[config.mk]
export PLATFORM = sky130hd
export DESIGN_NAME = twb_order_buffer
export DESIGN_NICKNAME = d
export VERILOG_FILES = /design/src/common/twb_pkg.sv /design/src/verilog/twb_order_buffer.sv /design/src/verilog/twb_hold_entry.sv
export SDC_FILE = /design/constraint.sdc
export NUM_CORES = 1
export LEC_CHECK = 0
export BUFFER_PORTS_ARGS = -buffer_cell sky130_fd_sc_hd__buf_2
export CAP_MARGIN = 20
export CORE_MARGIN = 3
export CORE_UTILIZATION = 45
export DETAILED_ROUTE_END_ITERATION = 7
export GPL_ROUTABILITY_DRIVEN = 0
export HOLD_SLACK_MARGIN = 0.06
export PLACE_DENSITY = 0.79
export SLEW_MARGIN = 20
export SYNTH_ARGS = -nofsm -noshare
export SYNTH_HDL_FRONTEND = slang
export SYNTH_SLANG_ARGS = --single-unit
[constraint.sdc]
create_clock -name clock -period 3 [get_ports clock]
set_input_delay 0.45 -clock clock [delete_from_list [all_inputs] [get_ports clock]]
set_output_delay 0.45 -clock clock [all_outputs]
set_load 0.01 [all_outputs]
[src/common/twb_pkg.sv]
// twb_pkg: shared widths, carriers, cache attribute decode and timing of the ordering write buffer
package twb_pkg;

    // ==========================================================
    // widths and address granules
    localparam int ADDR_W    = 32;
    localparam int ID_W      = 4;
    localparam int DATA_W    = 32;
    localparam int STRB_W    = DATA_W / 8;
    localparam int CACHE_W   = 4;
    localparam int RESP_W    = 2;
    localparam int WORD_LSB  = 2;   // byte address bits inside one data word
    localparam int ATOM_LSB  = 2;   // single-copy atomic granule, 4 bytes
    localparam int SLAVE_LSB = 12;  // smallest slave footprint, 4 KB
    localparam int AGE_W     = 16;

    // ==========================================================
    // cache attribute bit positions
    localparam int CACHE_BUF_BIT = 0;
    localparam int CACHE_MOD_BIT = 1;
    localparam int CACHE_RA_BIT  = 2;
    localparam int CACHE_WA_BIT  = 3;

    localparam logic [RESP_W-1:0] RESP_OKAY = 2'h0;

    // ==========================================================
    // timing: times in ns, counts derived from the clock period (rounded down, at least one)
    localparam int CLK_PERIOD_NS = 10;
    localparam int DRAIN_TIME_NS = 2000;
    localparam int FWD_TIME_NS   = 500;
    localparam int DRAIN_CYC = (DRAIN_TIME_NS / CLK_PERIOD_NS < 1) ? 1 : DRAIN_TIME_NS / CLK_PERIOD_NS;
    localparam int FWD_CYC   = (FWD_TIME_NS / CLK_PERIOD_NS < 1) ? 1 : FWD_TIME_NS / CLK_PERIOD_NS;

    // ==========================================================
    // carriers
    typedef logic [AGE_W-1:0] twb_age_t;

    typedef struct packed {
        logic                write;
        logic [ID_W-1:0]     id;
        logic [ADDR_W-1:0]   addr;
        logic [CACHE_W-1:0]  cache;
        logic [DATA_W-1:0]   data;
        logic [STRB_W-1:0]   strb;
    } twb_req_t;

    typedef struct packed {
        logic                write;
        logic [ID_W-1:0]     id;
        logic [DATA_W-1:0]   data;
        logic [RESP_W-1:0]   resp;
    } twb_rsp_t;

    typedef enum logic [2:0] {
        S_IDLE       = 3'h0,
        S_PASS       = 3'h1,
        S_PASS_WAIT  = 3'h2,
        S_FLUSH      = 3'h3,
        S_FLUSH_WAIT = 3'h4,
        S_RESP       = 3'h5
    } twb_state_t;

    // ==========================================================
    // attribute decode
    function automatic logic is_device(input logic [CACHE_W-1:0] c);
        return ~c[CACHE_MOD_BIT];
    endfunction

    function automatic logic is_cacheable(input logic [CACHE_W-1:0] c);
        return c[CACHE_RA_BIT] | c[CACHE_WA_BIT];
    endfunction

    // device bufferable, normal non-cacheable bufferable, write-through / write-back
    function automatic logic is_postable(input logic [CACHE_W-1:0] c);
        return c[CACHE_BUF_BIT] | is_cacheable(c);
    endfunction

    // normal non-cacheable bufferable or cacheable: reads may be served from held write data
    function automatic logic is_forwardable(input logic [CACHE_W-1:0] c);
        return ~is_device(c) & is_postable(c);
    endfunction

endpackage

[src/verilog/twb_order_buffer.sv]
// twb_order_buffer: ordering-preserving posted write buffer between masters and a downstream slave port
module twb_order_buffer #(
    parameter int DRAIN_CYC = twb_pkg::DRAIN_CYC,
    parameter int FWD_CYC   = twb_pkg::FWD_CYC
) (
    // clock and reset
    input  wire logic              clock,
    input  wire logic              resetn,
    // upstream request
    input  wire logic              up_req_valid,
    output logic                   up_req_ready,
    input  wire twb_pkg::twb_req_t up_req,
    // upstream response
    output logic                   up_rsp_valid,
    input  wire logic              up_rsp_ready,
    output twb_pkg::twb_rsp_t      up_rsp,
    // downstream request
    output logic                   dn_req_valid,
    input  wire logic              dn_req_ready,
    output twb_pkg::twb_req_t      dn_req,
    // downstream response
    input  wire logic              dn_rsp_valid,
    output logic                   dn_rsp_ready,
    input  wire twb_pkg::twb_rsp_t dn_rsp
);

    // ==========================================================
    // state
    twb_pkg::twb_state_t state_q;
    twb_pkg::twb_state_t state_d;
    twb_pkg::twb_req_t   dn_req_q;
    twb_pkg::twb_rsp_t   up_rsp_q;

    logic              held_valid;
    twb_pkg::twb_req_t held;
    logic              drain_due;
    logic              fwd_live;

    // ==========================================================
    // comparison of the incoming request against the held write
    wire logic idle        = (state_q == twb_pkg::S_IDLE);
    wire logic up_dev      = twb_pkg::is_device(up_req.cache);
    wire logic held_dev    = twb_pkg::is_device(held.cache);
    wire logic up_post     = twb_pkg::is_postable(up_req.cache);
    wire logic up_fwdable  = twb_pkg::is_forwardable(up_req.cache);
    wire logic same_word   = held_valid
                           && (held.addr[twb_pkg::ADDR_W-1:twb_pkg::WORD_LSB]
                               == up_req.addr[twb_pkg::ADDR_W-1:twb_pkg::WORD_LSB]);
    wire logic overlap     = held_valid
                           && (held.addr[twb_pkg::ADDR_W-1:twb_pkg::ATOM_LSB]
                               == up_req.addr[twb_pkg::ADDR_W-1:twb_pkg::ATOM_LSB]);
    wire logic same_slave  = held_valid
                           && (held.addr[twb_pkg::ADDR_W-1:twb_pkg::SLAVE_LSB]
                               == up_req.addr[twb_pkg::ADDR_W-1:twb_pkg::SLAVE_LSB]);
    wire logic same_id     = held_valid && (held.id == up_req.id);
    wire logic full_word   = &held.strb;

    // device traffic of one ID to one slave may not pass the held write
    wire logic dev_order   = same_id && same_slave && (up_dev || held_dev);
    wire logic conflict    = overlap || dev_order;

    // device writes are never merged; merging keeps to one ID so early answers stay in order
    wire logic can_alloc   = up_req.write && up_post && !held_valid;
    wire logic can_merge   = up_req.write && up_post && !up_dev && !held_dev
                           && same_word && same_id;
    // device reads always go downstream; forwarding stops once the held data ages out
    wire logic can_fwd     = !up_req.write && up_fwdable && !held_dev
                           && same_word && full_word && fwd_live;

    wire logic must_flush  = up_req_valid && !can_merge && !can_fwd
                           && (conflict || (up_req.write && up_post));
    // an aged write drains ahead of any new request, so merge traffic cannot starve it
    wire logic go_flush    = idle && held_valid && (drain_due || must_flush);
    wire logic take        = idle && up_req_valid && !go_flush;
    wire logic take_post   = take && (can_alloc || can_merge);
    wire logic take_fwd    = take && can_fwd;
    wire logic take_pass   = take && !(can_alloc || can_merge) && !can_fwd;
    wire logic flush_done  = (state_q == twb_pkg::S_FLUSH_WAIT) && dn_rsp_valid;
    wire logic pass_done   = (state_q == twb_pkg::S_PASS_WAIT) && dn_rsp_valid;

    // ==========================================================
    // held write
    twb_hold_entry #(
        .DRAIN_CYC (DRAIN_CYC),
        .FWD_CYC   (FWD_CYC)
    ) u_entry (
        .clock      (clock),
        .resetn     (resetn),
        .alloc      (take_post && can_alloc),
        .merge      (take_post && can_merge),
        .clear      (flush_done),
        .in_req     (up_req),
        .held_valid (held_valid),
        .held       (held),
        .drain_due  (drain_due),
        .fwd_live   (fwd_live)
    );

    // ==========================================================
    // sequencing: one upstream transaction at a time, one downstream at a time
    always_comb begin
        state_d = state_q;
        unique case (state_q)
            twb_pkg::S_IDLE: begin
                if (go_flush) begin
                    state_d = twb_pkg::S_FLUSH;
                end else if (take_pass) begin
                    state_d = twb_pkg::S_PASS;
                end else if (take_post || take_fwd) begin
                    state_d = twb_pkg::S_RESP;
                end
            end
            twb_pkg::S_PASS: begin
                if (dn_req_ready) begin
                    state_d = twb_pkg::S_PASS_WAIT;
                end
            end
            twb_pkg::S_PASS_WAIT: begin
                if (dn_rsp_valid) begin
                    state_d = twb_pkg::S_RESP;
                end
            end
            twb_pkg::S_FLUSH: begin
                if (dn_req_ready) begin
                    state_d = twb_pkg::S_FLUSH_WAIT;
                end
            end
            // the blocked request is re-examined only after the drained write is acknowledged
            twb_pkg::S_FLUSH_WAIT: begin
                if (dn_rsp_valid) begin
                    state_d = twb_pkg::S_IDLE;
                end
            end
            twb_pkg::S_RESP: begin
                if (up_rsp_ready) begin
                    state_d = twb_pkg::S_IDLE;
                end
            end
            default: state_d = twb_pkg::S_IDLE;
        endcase
    end

    always_ff @(posedge clock or negedge resetn) begin
        if (!resetn) begin
            state_q <= twb_pkg::S_IDLE;
        end else begin
            state_q <= state_d;
        end
    end

    // ==========================================================
    // downstream request register; ids travel unchanged
    always_ff @(posedge clock or negedge resetn) begin
        if (!resetn) begin
            dn_req_q <= '0;
        end else if (go_flush) begin
            dn_req_q <= held;
        end else if (take_pass) begin
            dn_req_q <= up_req;
        end
    end

    // ==========================================================
    // upstream response register
    always_ff @(posedge clock or negedge resetn) begin
        if (!resetn) begin
            up_rsp_q <= '0;
        end else if (take_post) begin
            up_rsp_q <= '{write: 1'b1, id: up_req.id, data: '0, resp: twb_pkg::RESP_OKAY};
        end else if (take_fwd) begin
            up_rsp_q <= '{write: 1'b0, id: up_req.id, data: held.data, resp: twb_pkg::RESP_OKAY};
        end else if (pass_done) begin
            up_rsp_q <= dn_rsp;
        end
    end

    // ==========================================================
    // handshakes
    assign up_req_ready = take;
    assign up_rsp_valid = (state_q == twb_pkg::S_RESP);
    assign up_rsp       = up_rsp_q;
    assign dn_req_valid = (state_q == twb_pkg::S_PASS) || (state_q == twb_pkg::S_FLUSH);
    assign dn_req       = dn_req_q;
    assign dn_rsp_ready = (state_q == twb_pkg::S_PASS_WAIT) || (state_q == twb_pkg::S_FLUSH_WAIT);

endmodule // twb_order_buffer

[src/verilog/twb_hold_entry.sv]
// twb_hold_entry: one held posted write with byte merging and a non-restartable age timer
module twb_hold_entry #(
    parameter int DRAIN_CYC = twb_pkg::DRAIN_CYC,
    parameter int FWD_CYC   = twb_pkg::FWD_CYC
) (
    // clock and reset
    input  wire logic             clock,
    input  wire logic             resetn,
    // control
    input  wire logic             alloc,
    input  wire logic             merge,
    input  wire logic             clear,
    input  wire twb_pkg::twb_req_t in_req,
    // state
    output logic                  held_valid,
    output twb_pkg::twb_req_t     held,
    output logic                  drain_due,
    output logic                  fwd_live
);

    // ==========================================================
    // storage
    localparam twb_pkg::twb_age_t DRAIN_LIM = twb_pkg::twb_age_t'(DRAIN_CYC);
    localparam twb_pkg::twb_age_t FWD_LIM   = twb_pkg::twb_age_t'(FWD_CYC);
    localparam twb_pkg::twb_age_t AGE_MAX   = '1;
    localparam twb_pkg::twb_age_t AGE_ONE   = twb_pkg::twb_age_t'(1);

    logic                  valid_q;
    twb_pkg::twb_req_t     held_q;
    twb_pkg::twb_age_t     age_q;
    logic [twb_pkg::DATA_W-1:0] merge_data;

    // ==========================================================
    // byte lane merge
    for (genvar b = 0; b < twb_pkg::STRB_W; b++) begin : g_lane
        assign merge_data[b*8 +: 8] = in_req.strb[b] ? in_req.data[b*8 +: 8] : held_q.data[b*8 +: 8];
    end

    // age only starts at allocation; merges and forwarding hits never reset it
    always_ff @(posedge clock or negedge resetn) begin
        if (!resetn) begin
            valid_q <= 1'b0;
            held_q  <= '0;
            age_q   <= '0;
        end else if (clear) begin
            valid_q <= 1'b0;
            age_q   <= '0;
        end else if (alloc) begin
            valid_q <= 1'b1;
            held_q  <= in_req;
            age_q   <= '0;
        end else begin
            if (merge) begin
                held_q.data <= merge_data;
                held_q.strb <= held_q.strb | in_req.strb;
            end
            if (valid_q && age_q != AGE_MAX) begin
                age_q <= age_q + AGE_ONE;
            end
        end
    end

    assign held_valid = valid_q;
    assign held       = held_q;
    assign drain_due  = valid_q && (age_q >= DRAIN_LIM - AGE_ONE);
    assign fwd_live   = valid_q && (age_q < FWD_LIM);

endmodule // twb_hold_entry

==> results.py, run 1 <==
metrics = {
    "sta": {
        "post-route-period-util_pct": 105,
        "rsz0062_at_grt": "yes",
        "setup_slack_ns": -0.138,
        "setup_viol": 1,
        "relSlewSlack_pct": 59.9,
        "skew_ns": 0.0175,
        "worstMarginPinSlew_ns": 0.602,
        "finalMaxSlewViolations": 0,
        "fin_crit_ns": 3.14,
        "max_freq_mhz": 319,
        "hold_violations": 0,
    },
    "logic_synthesis": {
        "synth_ff_type": "dfrtp_1",
        "synth_area_um2": 10100,
        "netlist_instances": 957,
        "synth-edff-count": 0,
        "synth-simple-area-share_pct": 14.3,
        "synth.mux.area_fraction_pct": 15.0,
        "ys_seq_area_share_pct": 53.0,
        "synth_fa_ha_area_share_pct": 0.124,
        "yosys_warnings": 0,
        "synth_nets": 1080,
        "synth_compound_area_share_pct": 10.3,
        "synth_seq_cells": 213,
        "yosysUniqueCellTypes": 44,
        "synthXorXnorAreaFrac_pct": 4.35,
        "synth_area_per_cell_um2": 10.5,
        "async_reset_ff_share_pct": 100,
        "synth_top_family_by_area": "multiplexers",
    },
    "routing": {
        "first_pass_iters": 5,
        "ant_nets": 0,
        "drt_iter0_markers": 473,
        "routed_wl_um": 26600,
        "vias": 8015,
        "drc": 0,
        "wire_per_inst_um": 17.7,
        "vias_per_cell": 5.33,
    },
    "cts": {
        "htreeDepth": 1,
        "cts_made_buffers": 24,
        "cts.clk_slew.worst_paths_ns": 0.06,
        "cts.sinks": 213,
        "clockBufferDepth": 3,
        "cts_tree": "built",
        "cts-root-buf": "clkbuf_16",
        "insertion_delay_ns": 0.51,
    },
    "worst_hold_path": {
        "whs_endpoint": "u_entry.held[40]$_DFFE_PN0P_",
        "holdPathStages": 3,
        "min-delay-start": "up_req[40]",
        "hold_path.class": "in -> reg",
    },
    "setup_path": {
        "critPathKind": "reg -> out",
        "path_cells": "xor2_1 -> or4_4 -> or4_4 -> a211oi_4 -> nor4_1 -> nor2_1 -> buf_2",
        "start_kind": "flop",
        "critPathMaxStageDelay_ns": 0.53,
        "cp.arrival_ns": 2.69,
        "timing.rr.end": "up_rsp[3]$_DFFE_PN0P_",
        "r2r_slack_ns": 0.14,
        "critPathCaptureType": "output pin",
        "r2r_cells": 7,
        "cp-startpoint": "u_entry.held[68]$_DFFE_PN0P_",
        "cpMostUsedCell": "or4_4",
        "critPathSlowestCell": "or4_4",
        "cp.required_ns": 2.55,
        "critPathMaxFanout": 3,
        "r2r-start": "u_entry.held[68]$_DFFE_PN0P_",
    },
    "job": {
        "maxCapViolations": 0,
    },
    "pwr": {
        "leakage_nw": 5.98,
        "power.density_nw_per_um2": 1120,
        "ir_drop_mv": 0.525,
    },
    "layout": {
        "final_nets": 1328,
        "area_growth_pct": 28.4,
        "fillers": 1812,
        "final_cell_mix": "240 x buf_2, 212 x dfrtp_1, 210 x nand2_1, 114 x mux2i_1, 77 x o21ai_1",
        "final_util_pct": 59.0,
        "seq_area_um2": 5330,
        "drive_gt1_share_pct": 33.2,
        "multiInputGateArea_um2": 4580,
        "final_common_cell": "buf_2",
    },
    "floorplanning": {
        "io_pins": 242,
        "die_h_um": 156,
        "initial_utilization_pct": 46.0,
        "fp.dieArea_um2": 24200,
        "die_x_um": 156,
        "std_cell_rows": 54,
        "core_um2": 21900,
    },
    "placed_design": {
        "post-place-ws_ns": -0.0360,
        "post-dp-hpwl_um": 18800,
        "io_buffers": 241,
    },
    "run_status": {
        "violations": "negative setup slack",
        "outcome": "finished, violations left",
    },
    "grt": {
        "gr-total-overflow": 0,
        "grt_first_pass_wirelength_um": 42900,
        "grt_pass1_vias": 8263,
        "track_usage_pct": 21.7,
        "grt_max_degree": 80,
        "antenna_found_initial": 1,
    },
}
## worst max path at each step
stage | to | slack, ns
2_1_floorplan | dn_req[0]$_DFFE_PN0P_ | 0.39
3_3_place_gp | u_entry.held[31]$_DFFE_PN0P_ | 0.03
3_5_place_dp | up_rsp[3]$_DFFE_PN0P_ | -0.04
4_1_cts | up_req_ready | -0.15
5_1_grt | up_req_ready | -0.21
6_report | up_req_ready | -0.14
## worst max-delay path: cells and delay by family, from the launching register on
family	cells	cell delay (ns)
simple gates	4	1.25
flops	1	0.40
compound gates	1	0.19
xor+xnor	1	0.17
buf+inv	1	0.17
## kinds of logic (layout without fill, tap and decap cells)
logic type,after synthesis,count (layout)
flip-flops,213,213
adder cells (fa/ha/maj),1,1
multiplexers,147,147
AO/OA/AOI/OAI,144,144
buffers and inverters,61,326
XOR/XNOR,50,50
other,0,1
AND/OR/NAND/NOR,341,341
## per-stage QoR
stage / instance area [um2] / hold WS (ns) / std cells / setup TNS, ns / total power, mW
4_1_cts: 12900 / 0.127 / 1502 / -0.150 / 14.6
2_1_floorplan: 10100 / 0.154 / 957 / 0 / 8.75
3_5_place_dp: 11800 / 0.452 / 1455 / -0.286 / 10.9
6_report: 12900 / 0.149 / 1503 / -0.138 / 14.5
5_1_grt: 12900 / 0.133 / 1503 / -0.211 / 15.5
3_3_place_gp: 11800 / 0.450 / 1455 / 0 / 10.7
## routing by layer
layer  GRT usage (%)  vias to the layer above  routed length (um)
met1            29.7                     3885               11600
li1                -                     3803                   -
met4            7.04                        0                 856
met3            3.86                       56                1670
met2            35.6                      271               12500
met5               0                        -                   0
## synthesized netlist by cell type, drive strengths merged, types with 2 or more instances
cell    instances  share of area [%]
a21oi           8               0.40
a22o            6               0.52
and3            2               0.12
nand2         210                7.8
mux2i         114                 11
xnor2          34                3.0
nand4b          2               0.17
a21o            7               0.52
mux2           33                3.7
a211oi         34                4.1
or3             3               0.19
nor3            9               0.45
buf            29                1.7
o31ai           2               0.15
dfrtp         213                 53
or4             5               0.41
inv             4               0.15
clkbuf         28                1.0
nand4          17                1.1
o21ai          80                4.0
nand3          11               0.55
xor2           16                1.4
nor4            5               0.31
nand2b          6               0.37
nor2b           4               0.25
nor2           64                2.4
## registers in the layout (all words and copies together) (netlist names)
signal,flops
dn_req,77
up_rsp,39
state_q,3
u_entry.held_valid,1
u_entry.age_q,16
u_entry.held,77
## cell type report
cell class,count,share of cell area [%]
diodes,1,0.0194
multi-input cells,683,35.5
repair buffers,279,13.1
flip-flops and latches,213,41.3
clock inverters,11,1.83
clock buffers,32,5.51
inverters,4,0.116
well taps,280,2.71
## where the power goes
| group | switching, mW | total (mW) | internal (mW) |
|---|---|---|---|
| logic | 2.96 | 5.62 | 2.66 |
| clock network | 1.18 | 3.44 | 2.26 |
| registers | 1.10 | 5.41 | 4.31 |
| total | 5.23 | 14.5 | 9.23 |
## repair_timing
| item | CTS | global route |
|---|---|---|
| hold endpoints to repair | 77 | 0 |
| gates resized for setup | 13 | 3 |
| setup endpoints to repair | 1 | 1 |
| hold buffers | 1 | 0 |
| pin swaps | 3 | 2 |
| setup buffers | 3 | 0 |
Note: power is estimated with default switching activity, not from simulation.
==> inputs of run 2 (changes only) <==
--- a/config.mk
+++ b/config.mk
@@ -13,6 +13,7 @@
 export GPL_ROUTABILITY_DRIVEN = 0
 export HOLD_SLACK_MARGIN = 0.06
 export PLACE_DENSITY = 0.79
+export SETUP_SLACK_MARGIN = 0.15
 export SLEW_MARGIN = 20
 export SYNTH_ARGS = -nofsm -noshare
 export SYNTH_HDL_FRONTEND = slang
==> run 2 against run 1 <==
  * The run still ends with negative setup slack left
  * Sequential power rose by 1%
  * Count of clock-buffer cells in the layout is the same
  * Design area increased by 4.6%
  * Largest cell class unchanged
  * Power is 7.0% higher
  * Critical path type unchanged
  * Wire length increased by 12%
==> results.py, run 2 (same netlist as run 1, synthesis figures left out) <==
metrics = {
    "cts": {
        "clockBufferDepth": 3,
        "cts_made_buffers": 24,
        "cts_tree": "built",
        "htreeDepth": 1,
        "insertion_delay_ns": 0.52,
        "cts-root-buf": "clkbuf_16",
        "cts.clk_slew.worst_paths_ns": 0.06,
        "cts.sinks": 213,
    },
    "grt": {
        "grt_pass1_vias": 8263,
        "gr-total-overflow": 0,
        "grt_first_pass_wirelength_um": 42900,
        "track_usage_pct": 21.7,
        "antenna_found_initial": 1,
        "grt_max_degree": 80,
    },
    "layout": {
        "final_nets": 1349,
        "multiInputGateArea_um2": 4790,
        "final_common_cell": "buf_2",
        "fin_cells": 1524,
        "final_cell_mix": "240 x buf_2, 212 x dfrtp_1, 208 x nand2_1, 110 x mux2i_1, 68 x o21ai_1",
        "area_growth_pct": 34.3,
        "fillers": 1734,
        "drive_gt1_share_pct": 38.0,
        "seq_area_um2": 5330,
    },
    "run_status": {
        "violations": "negative setup slack",
        "outcome": "finished, violations left",
    },
    "routing": {
        "drt_iter0_markers": 505,
        "first_pass_iters": 7,
        "ant_nets": 0,
        "vias": 8344,
        "vias_per_cell": 5.48,
        "drc": 0,
        "routed_wl_um": 29800,
        "wire_per_inst_um": 19.6,
    },
    "job": {
        "maxCapViolations": 0,
    },
    "setup_path": {
        "r2r_cells": 13,
        "cp.required_ns": 2.55,
        "critPathKind": "reg -> out",
        "critPathCaptureType": "output pin",
        "start_kind": "flop",
        "critPathMaxFanout": 3,
        "cp.arrival_ns": 2.69,
    },
    "placed_design": {
        "post-place-ws_ns": -0.0360,
        "placed_cells": 1455,
        "io_buffers": 241,
        "post-dp-hpwl_um": 18800,
    },
    "pwr": {
        "power.density_nw_per_um2": 1140,
        "ir_drop_mv": 0.585,
        "finalPower_mw": 15.5,
        "leakage_nw": 6.18,
    },
    "floorplanning": {
        "initial_utilization_pct": 46.0,
        "core_um2": 21900,
        "die_x_um": 156,
        "die_h_um": 156,
        "fp.dieArea_um2": 24200,
        "io_pins": 242,
        "std_cell_rows": 54,
    },
    "sta": {
        "post-route-period-util_pct": 105,
        "finalMaxSlewViolations": 0,
        "hold_violations": 0,
        "worstMarginPinSlew_ns": 0.704,
        "rsz0062_at_grt": "yes",
        "fin_hold_ws_ns": 0.142,
        "setup_slack_ns": -0.144,
        "relSlewSlack_pct": 52.9,
        "fin_crit_ns": 3.14,
        "setup_viol": 1,
        "max_freq_mhz": 318,
        "skew_ns": 0.0191,
    },
    "worst_hold_path": {
        "hold_path.class": "in -> reg",
        "holdPathStages": 3,
    },
}
run 2: per-layer routing:
layer  GRT usage (%)  part of all wire [%]
met1            29.7                    42
met2            35.6                    48
met3            3.86                   7.2
met4            7.04                   3.1
met5               0                     0
run 2: report_power, final:
group          switching [mW]  internal, mW
combinational            3.35          3.18
sequential               1.17          4.31
clock                    1.19          2.26
total                    5.72          9.75
run 2: cell type report:
type                       instances  area share [%]
antenna                            1          0.0185
clock buffer                      32            5.27
clock inverter                    11            1.75
inverter                           4           0.111
multi-input combinational        683            35.4
sequential                       213            39.5
tap                              280            2.59
timing repair buffer             300            15.4
run 2: worst max-delay path: stages (launching register included):
cell,delay (ns)
dfrtp_1,0.42
xnor2_1,0.25
nand4_1,0.16
or4_1,0.57
buf_4,0.17
a211oi_4,0.22
nor4_1,0.07
nor2_1,0.16
buf_2,0.16
run 2: worst paths after layout:
check / startpoint / endpoint / slack (ns)
worst max-delay path: u_entry.held[53]$_DFFE_PN0P_ / up_req_ready / -0.14
worst min-delay path: up_req[41] / u_entry.held[41]$_DFFE_PN0P_ / 0.14
worst max register to register: u_entry.held[53]$_DFFE_PN0P_ / dn_req[56]$_DFFE_PN0P_ / 0.06
worst min register to register: u_entry.held[76]$_DFFE_PN0P_ / u_entry.held[76]$_DFFE_PN0P_ / 0.47
max in group asynchronous: resetn / dn_req[44]$_DFFE_PN0P_ / 1.65
min in group asynchronous: resetn / up_rsp[13]$_DFFE_PN0P_ / 0.53
run 2: metrics by stage:
step	setup TNS [ns]	utilization, %	area [um2]
after global placement	0	54.1	11800
final	-0.144	61.7	13500
after CTS	-0.150	58.9	12900
after detailed placement	-0.286	54.1	11800
after global routing	-0.510	61.7	13500
after floorplan	0	-	10100
run 2: repair_timing:
| action | in CTS | in global routing |
|---|---|---|
| gates resized for setup | 13 | 79 |
| buffers inserted | 3 | 4 |
| hold endpoints to repair | 77 | 0 |
| setup endpoints to repair | 40 | 132 |
| pin swaps | 3 | 6 |
| hold buffers | 1 | 0 |
| gates cloned | 0 | 17 |
==> inputs of run 3 (changes only) <==
--- a/config.mk
+++ b/config.mk
@@ -5,14 +5,14 @@
 export SDC_FILE = /design/constraint.sdc
 export NUM_CORES = 1
 export LEC_CHECK = 0
-export BUFFER_PORTS_ARGS = -buffer_cell sky130_fd_sc_hd__buf_2
 export CAP_MARGIN = 20
 export CORE_MARGIN = 3
-export CORE_UTILIZATION = 45
+export CORE_UTILIZATION = 30
 export DETAILED_ROUTE_END_ITERATION = 7
+export DONT_BUFFER_PORTS = 1
 export GPL_ROUTABILITY_DRIVEN = 0
 export HOLD_SLACK_MARGIN = 0.06
-export PLACE_DENSITY = 0.79
+export PLACE_DENSITY = 0.54
 export SETUP_SLACK_MARGIN = 0.15
 export SLEW_MARGIN = 20
 export SYNTH_ARGS = -nofsm -noshare
==> run 3 against run 2 <==
  * The flow finishes with violations (negative hold slack, negative setup slack)
  * Critical path depth did not move
  * Combinational power fell by 33%
  * Fmax fell by 0.76%
  * Design area fell by 8.2%
  * Critical path type unchanged
  * First-iteration DRC count fell by 41%
  * Largest power group is now sequential cells
==> results.py, run 3 (same netlist as run 1, synthesis figures left out) <==
metrics = {
    "run_status": {
        "outcome": "finished, violations left",
        "violations": "negative hold slack, negative setup slack",
    },
    "cts": {
        "cts.clk_slew.worst_paths_ns": 0.06,
        "clockBufferDepth": 3,
        "cts.sinks": 213,
        "ctsHoldBuffers": 74,
        "htreeDepth": 1,
        "insertion_delay_ns": 0.53,
        "cts-root-buf": "clkbuf_16",
        "cts_made_buffers": 25,
        "cts_tree": "built",
    },
    "pwr": {
        "p_sw_share_pct": 38.2,
        "finalPower_mw": 13.0,
        "intPower_mw": 8.05,
        "p_sw_mw": 4.98,
        "ir_drop_mv": 0.528,
        "p_seq_share_pct": 45.4,
        "p_clk_share_pct": 21.3,
        "pwr-share-comb_pct": 33.4,
        "power.density_nw_per_um2": 1050,
        "leakage_nw": 5.15,
    },
    "setup_path": {
        "timing.rr.end": "up_rsp[32]$_DFFE_PN0P_",
        "start_kind": "flop",
        "path_cells": "xor2_1 -> or4_1 -> or4_4 -> a211oi_4 -> nor4_1 -> nor2_1 -> buf_4 -> buf_6",
        "critPathMaxFanout": 2,
        "cp.arrival_ns": 2.72,
        "critPathSlowestCell": "or4_1",
        "crit_buf_inv": 2,
        "critPathKind": "reg -> out",
        "r2r_cells": 7,
        "cp.required_ns": 2.55,
        "critPathMaxStageDelay_ns": 0.53,
        "critPathCaptureType": "output pin",
        "cp-startpoint": "u_entry.held[58]$_DFFE_PN0P_",
        "r2r-start": "u_entry.held[58]$_DFFE_PN0P_",
        "crit_family": "simple AND/OR/NAND/NOR gates",
        "r2r_slack_ns": 0.09,
    },
    "grt": {
        "use_met1_pct": 20.9,
        "grt_first_pass_wirelength_um": 44900,
        "met2_usage_pct": 25.4,
        "met3_usage_pct": 4.72,
        "gr-total-overflow": 0,
        "antenna_found_initial": 0,
        "grt_max_degree": 214,
        "grt_pass1_vias": 7443,
        "busiest_layer": "met2",
        "track_usage_pct": 15.6,
    },
    "layout": {
        "final_common_cell": "dfrtp_1",
        "fillers": 3266,
        "antenna_cells": 0,
        "seq_area_um2": 5330,
        "final_nets": 1162,
        "area_growth_pct": 23.3,
        "drive_gt1_share_pct": 16.1,
        "multiInputGateArea_um2": 4590,
        "fin_cells": 1493,
        "final_cell_mix": "213 x dfrtp_1, 210 x nand2_1, 114 x mux2i_1, 77 x o21ai_1, 74 x dlygate4sd3_1",
        "postLayoutCellArea_um2": 12400,
        "final_util_pct": 37.8,
    },
    "floorplanning": {
        "io_pins": 242,
        "die_x_um": 189,
        "initial_utilization_pct": 30.7,
        "die_h_um": 189,
        "core_um2": 32800,
        "fp.dieArea_um2": 35800,
        "std_cell_rows": 66,
    },
    "sta": {
        "setup_viol": 1,
        "relSlewSlack_pct": 52.7,
        "worstMarginPinSlew_ns": 0.709,
        "max_freq_mhz": 316,
        "fin_crit_ns": 3.17,
        "setup_slack_ns": -0.168,
        "hold_violations": 213,
        "fin_setup_tns_ns": -0.168,
        "post-route-period-util_pct": 106,
        "rsz0062_at_grt": "yes",
        "skew_ns": 0.0115,
        "fin_hold_ws_ns": -0.377,
        "finalMaxSlewViolations": 0,
    },
    "routing": {
        "wire_per_inst_um": 19.2,
        "drt_iter0_markers": 296,
        "ant_nets": 0,
        "vias_per_cell": 4.90,
        "first_pass_iters": 5,
        "drc": 0,
        "vias": 7319,
        "routed_wl_um": 28700,
    },
    "job": {
        "maxCapViolations": 0,
    },
    "placed_design": {
        "io_buffers": 0,
        "placed_cells": 1377,
        "post-dp-hpwl_um": 18600,
        "placed_area_um2": 10800,
        "post-place-ws_ns": 0.108,
    },
    "worst_hold_path": {
        "hold_path.class": "in -> async",
    },
}
run 3: timing repair:
item	CTS	global route
buffers inserted	1	2
gates resized for setup	2	27
hold endpoints to repair	288	213
pin swaps	0	1
setup endpoints to repair	32	119
run 3: final cells by class:
| cell class | instances | share of cell area [%] |
|---|---|---|
| clock buffers | 34 | 5.56 |
| clock inverters | 5 | 0.282 |
| inverters | 4 | 0.121 |
| multi-input cells | 683 | 37.0 |
| flip-flops and latches | 213 | 43.0 |
| well taps | 442 | 4.46 |
| repair buffers | 112 | 9.60 |
run 3: worst register-to-register path: cells and delay by family (launching register included):
family,cells,cell delay [ns]
and+or+nand+nor,4,1.90
DFF,1,0.39
buffers and inverters,1,0.27
xor gates and xnor gates,1,0.15
AOI/OAI and AO/OA,1,0.07
run 3: power groups by stage:
stage	registers (mW)	logic (mW)	clock network [mW]
floorplan	5.51	3.24	0
global placement	5.93	4.15	0
detailed placement	5.93	4.26	0
CTS	5.91	4.36	2.90
global route	6.13	4.89	3.00
finish	5.91	4.35	2.77
run 3: layer usage:
| metal | vias to the layer above | wire (um) | part of all wire, % |
|---|---|---|---|
| li1 | 3468 | - | - |
| met1 | 3585 | 12200 | 42 |
| met2 | 235 | 13500 | 47 |
| met3 | 31 | 2500 | 8.7 |
| met4 | 0 | 499 | 1.7 |
| met5 | - | 0 | 0 |
run 3: how the worst max path moves through the flow:
stage	endpoint	cells after the start
5_1_grt	up_req_ready	8
2_1_floorplan	dn_req[0]$_DFFE_PN0P_	10
3_3_place_gp	up_rsp[33]$_DFFE_PN0P_	7
6_report	up_req_ready	8
4_1_cts	up_req_ready	8
3_5_place_dp	up_rsp[32]$_DFFE_PN0P_	6
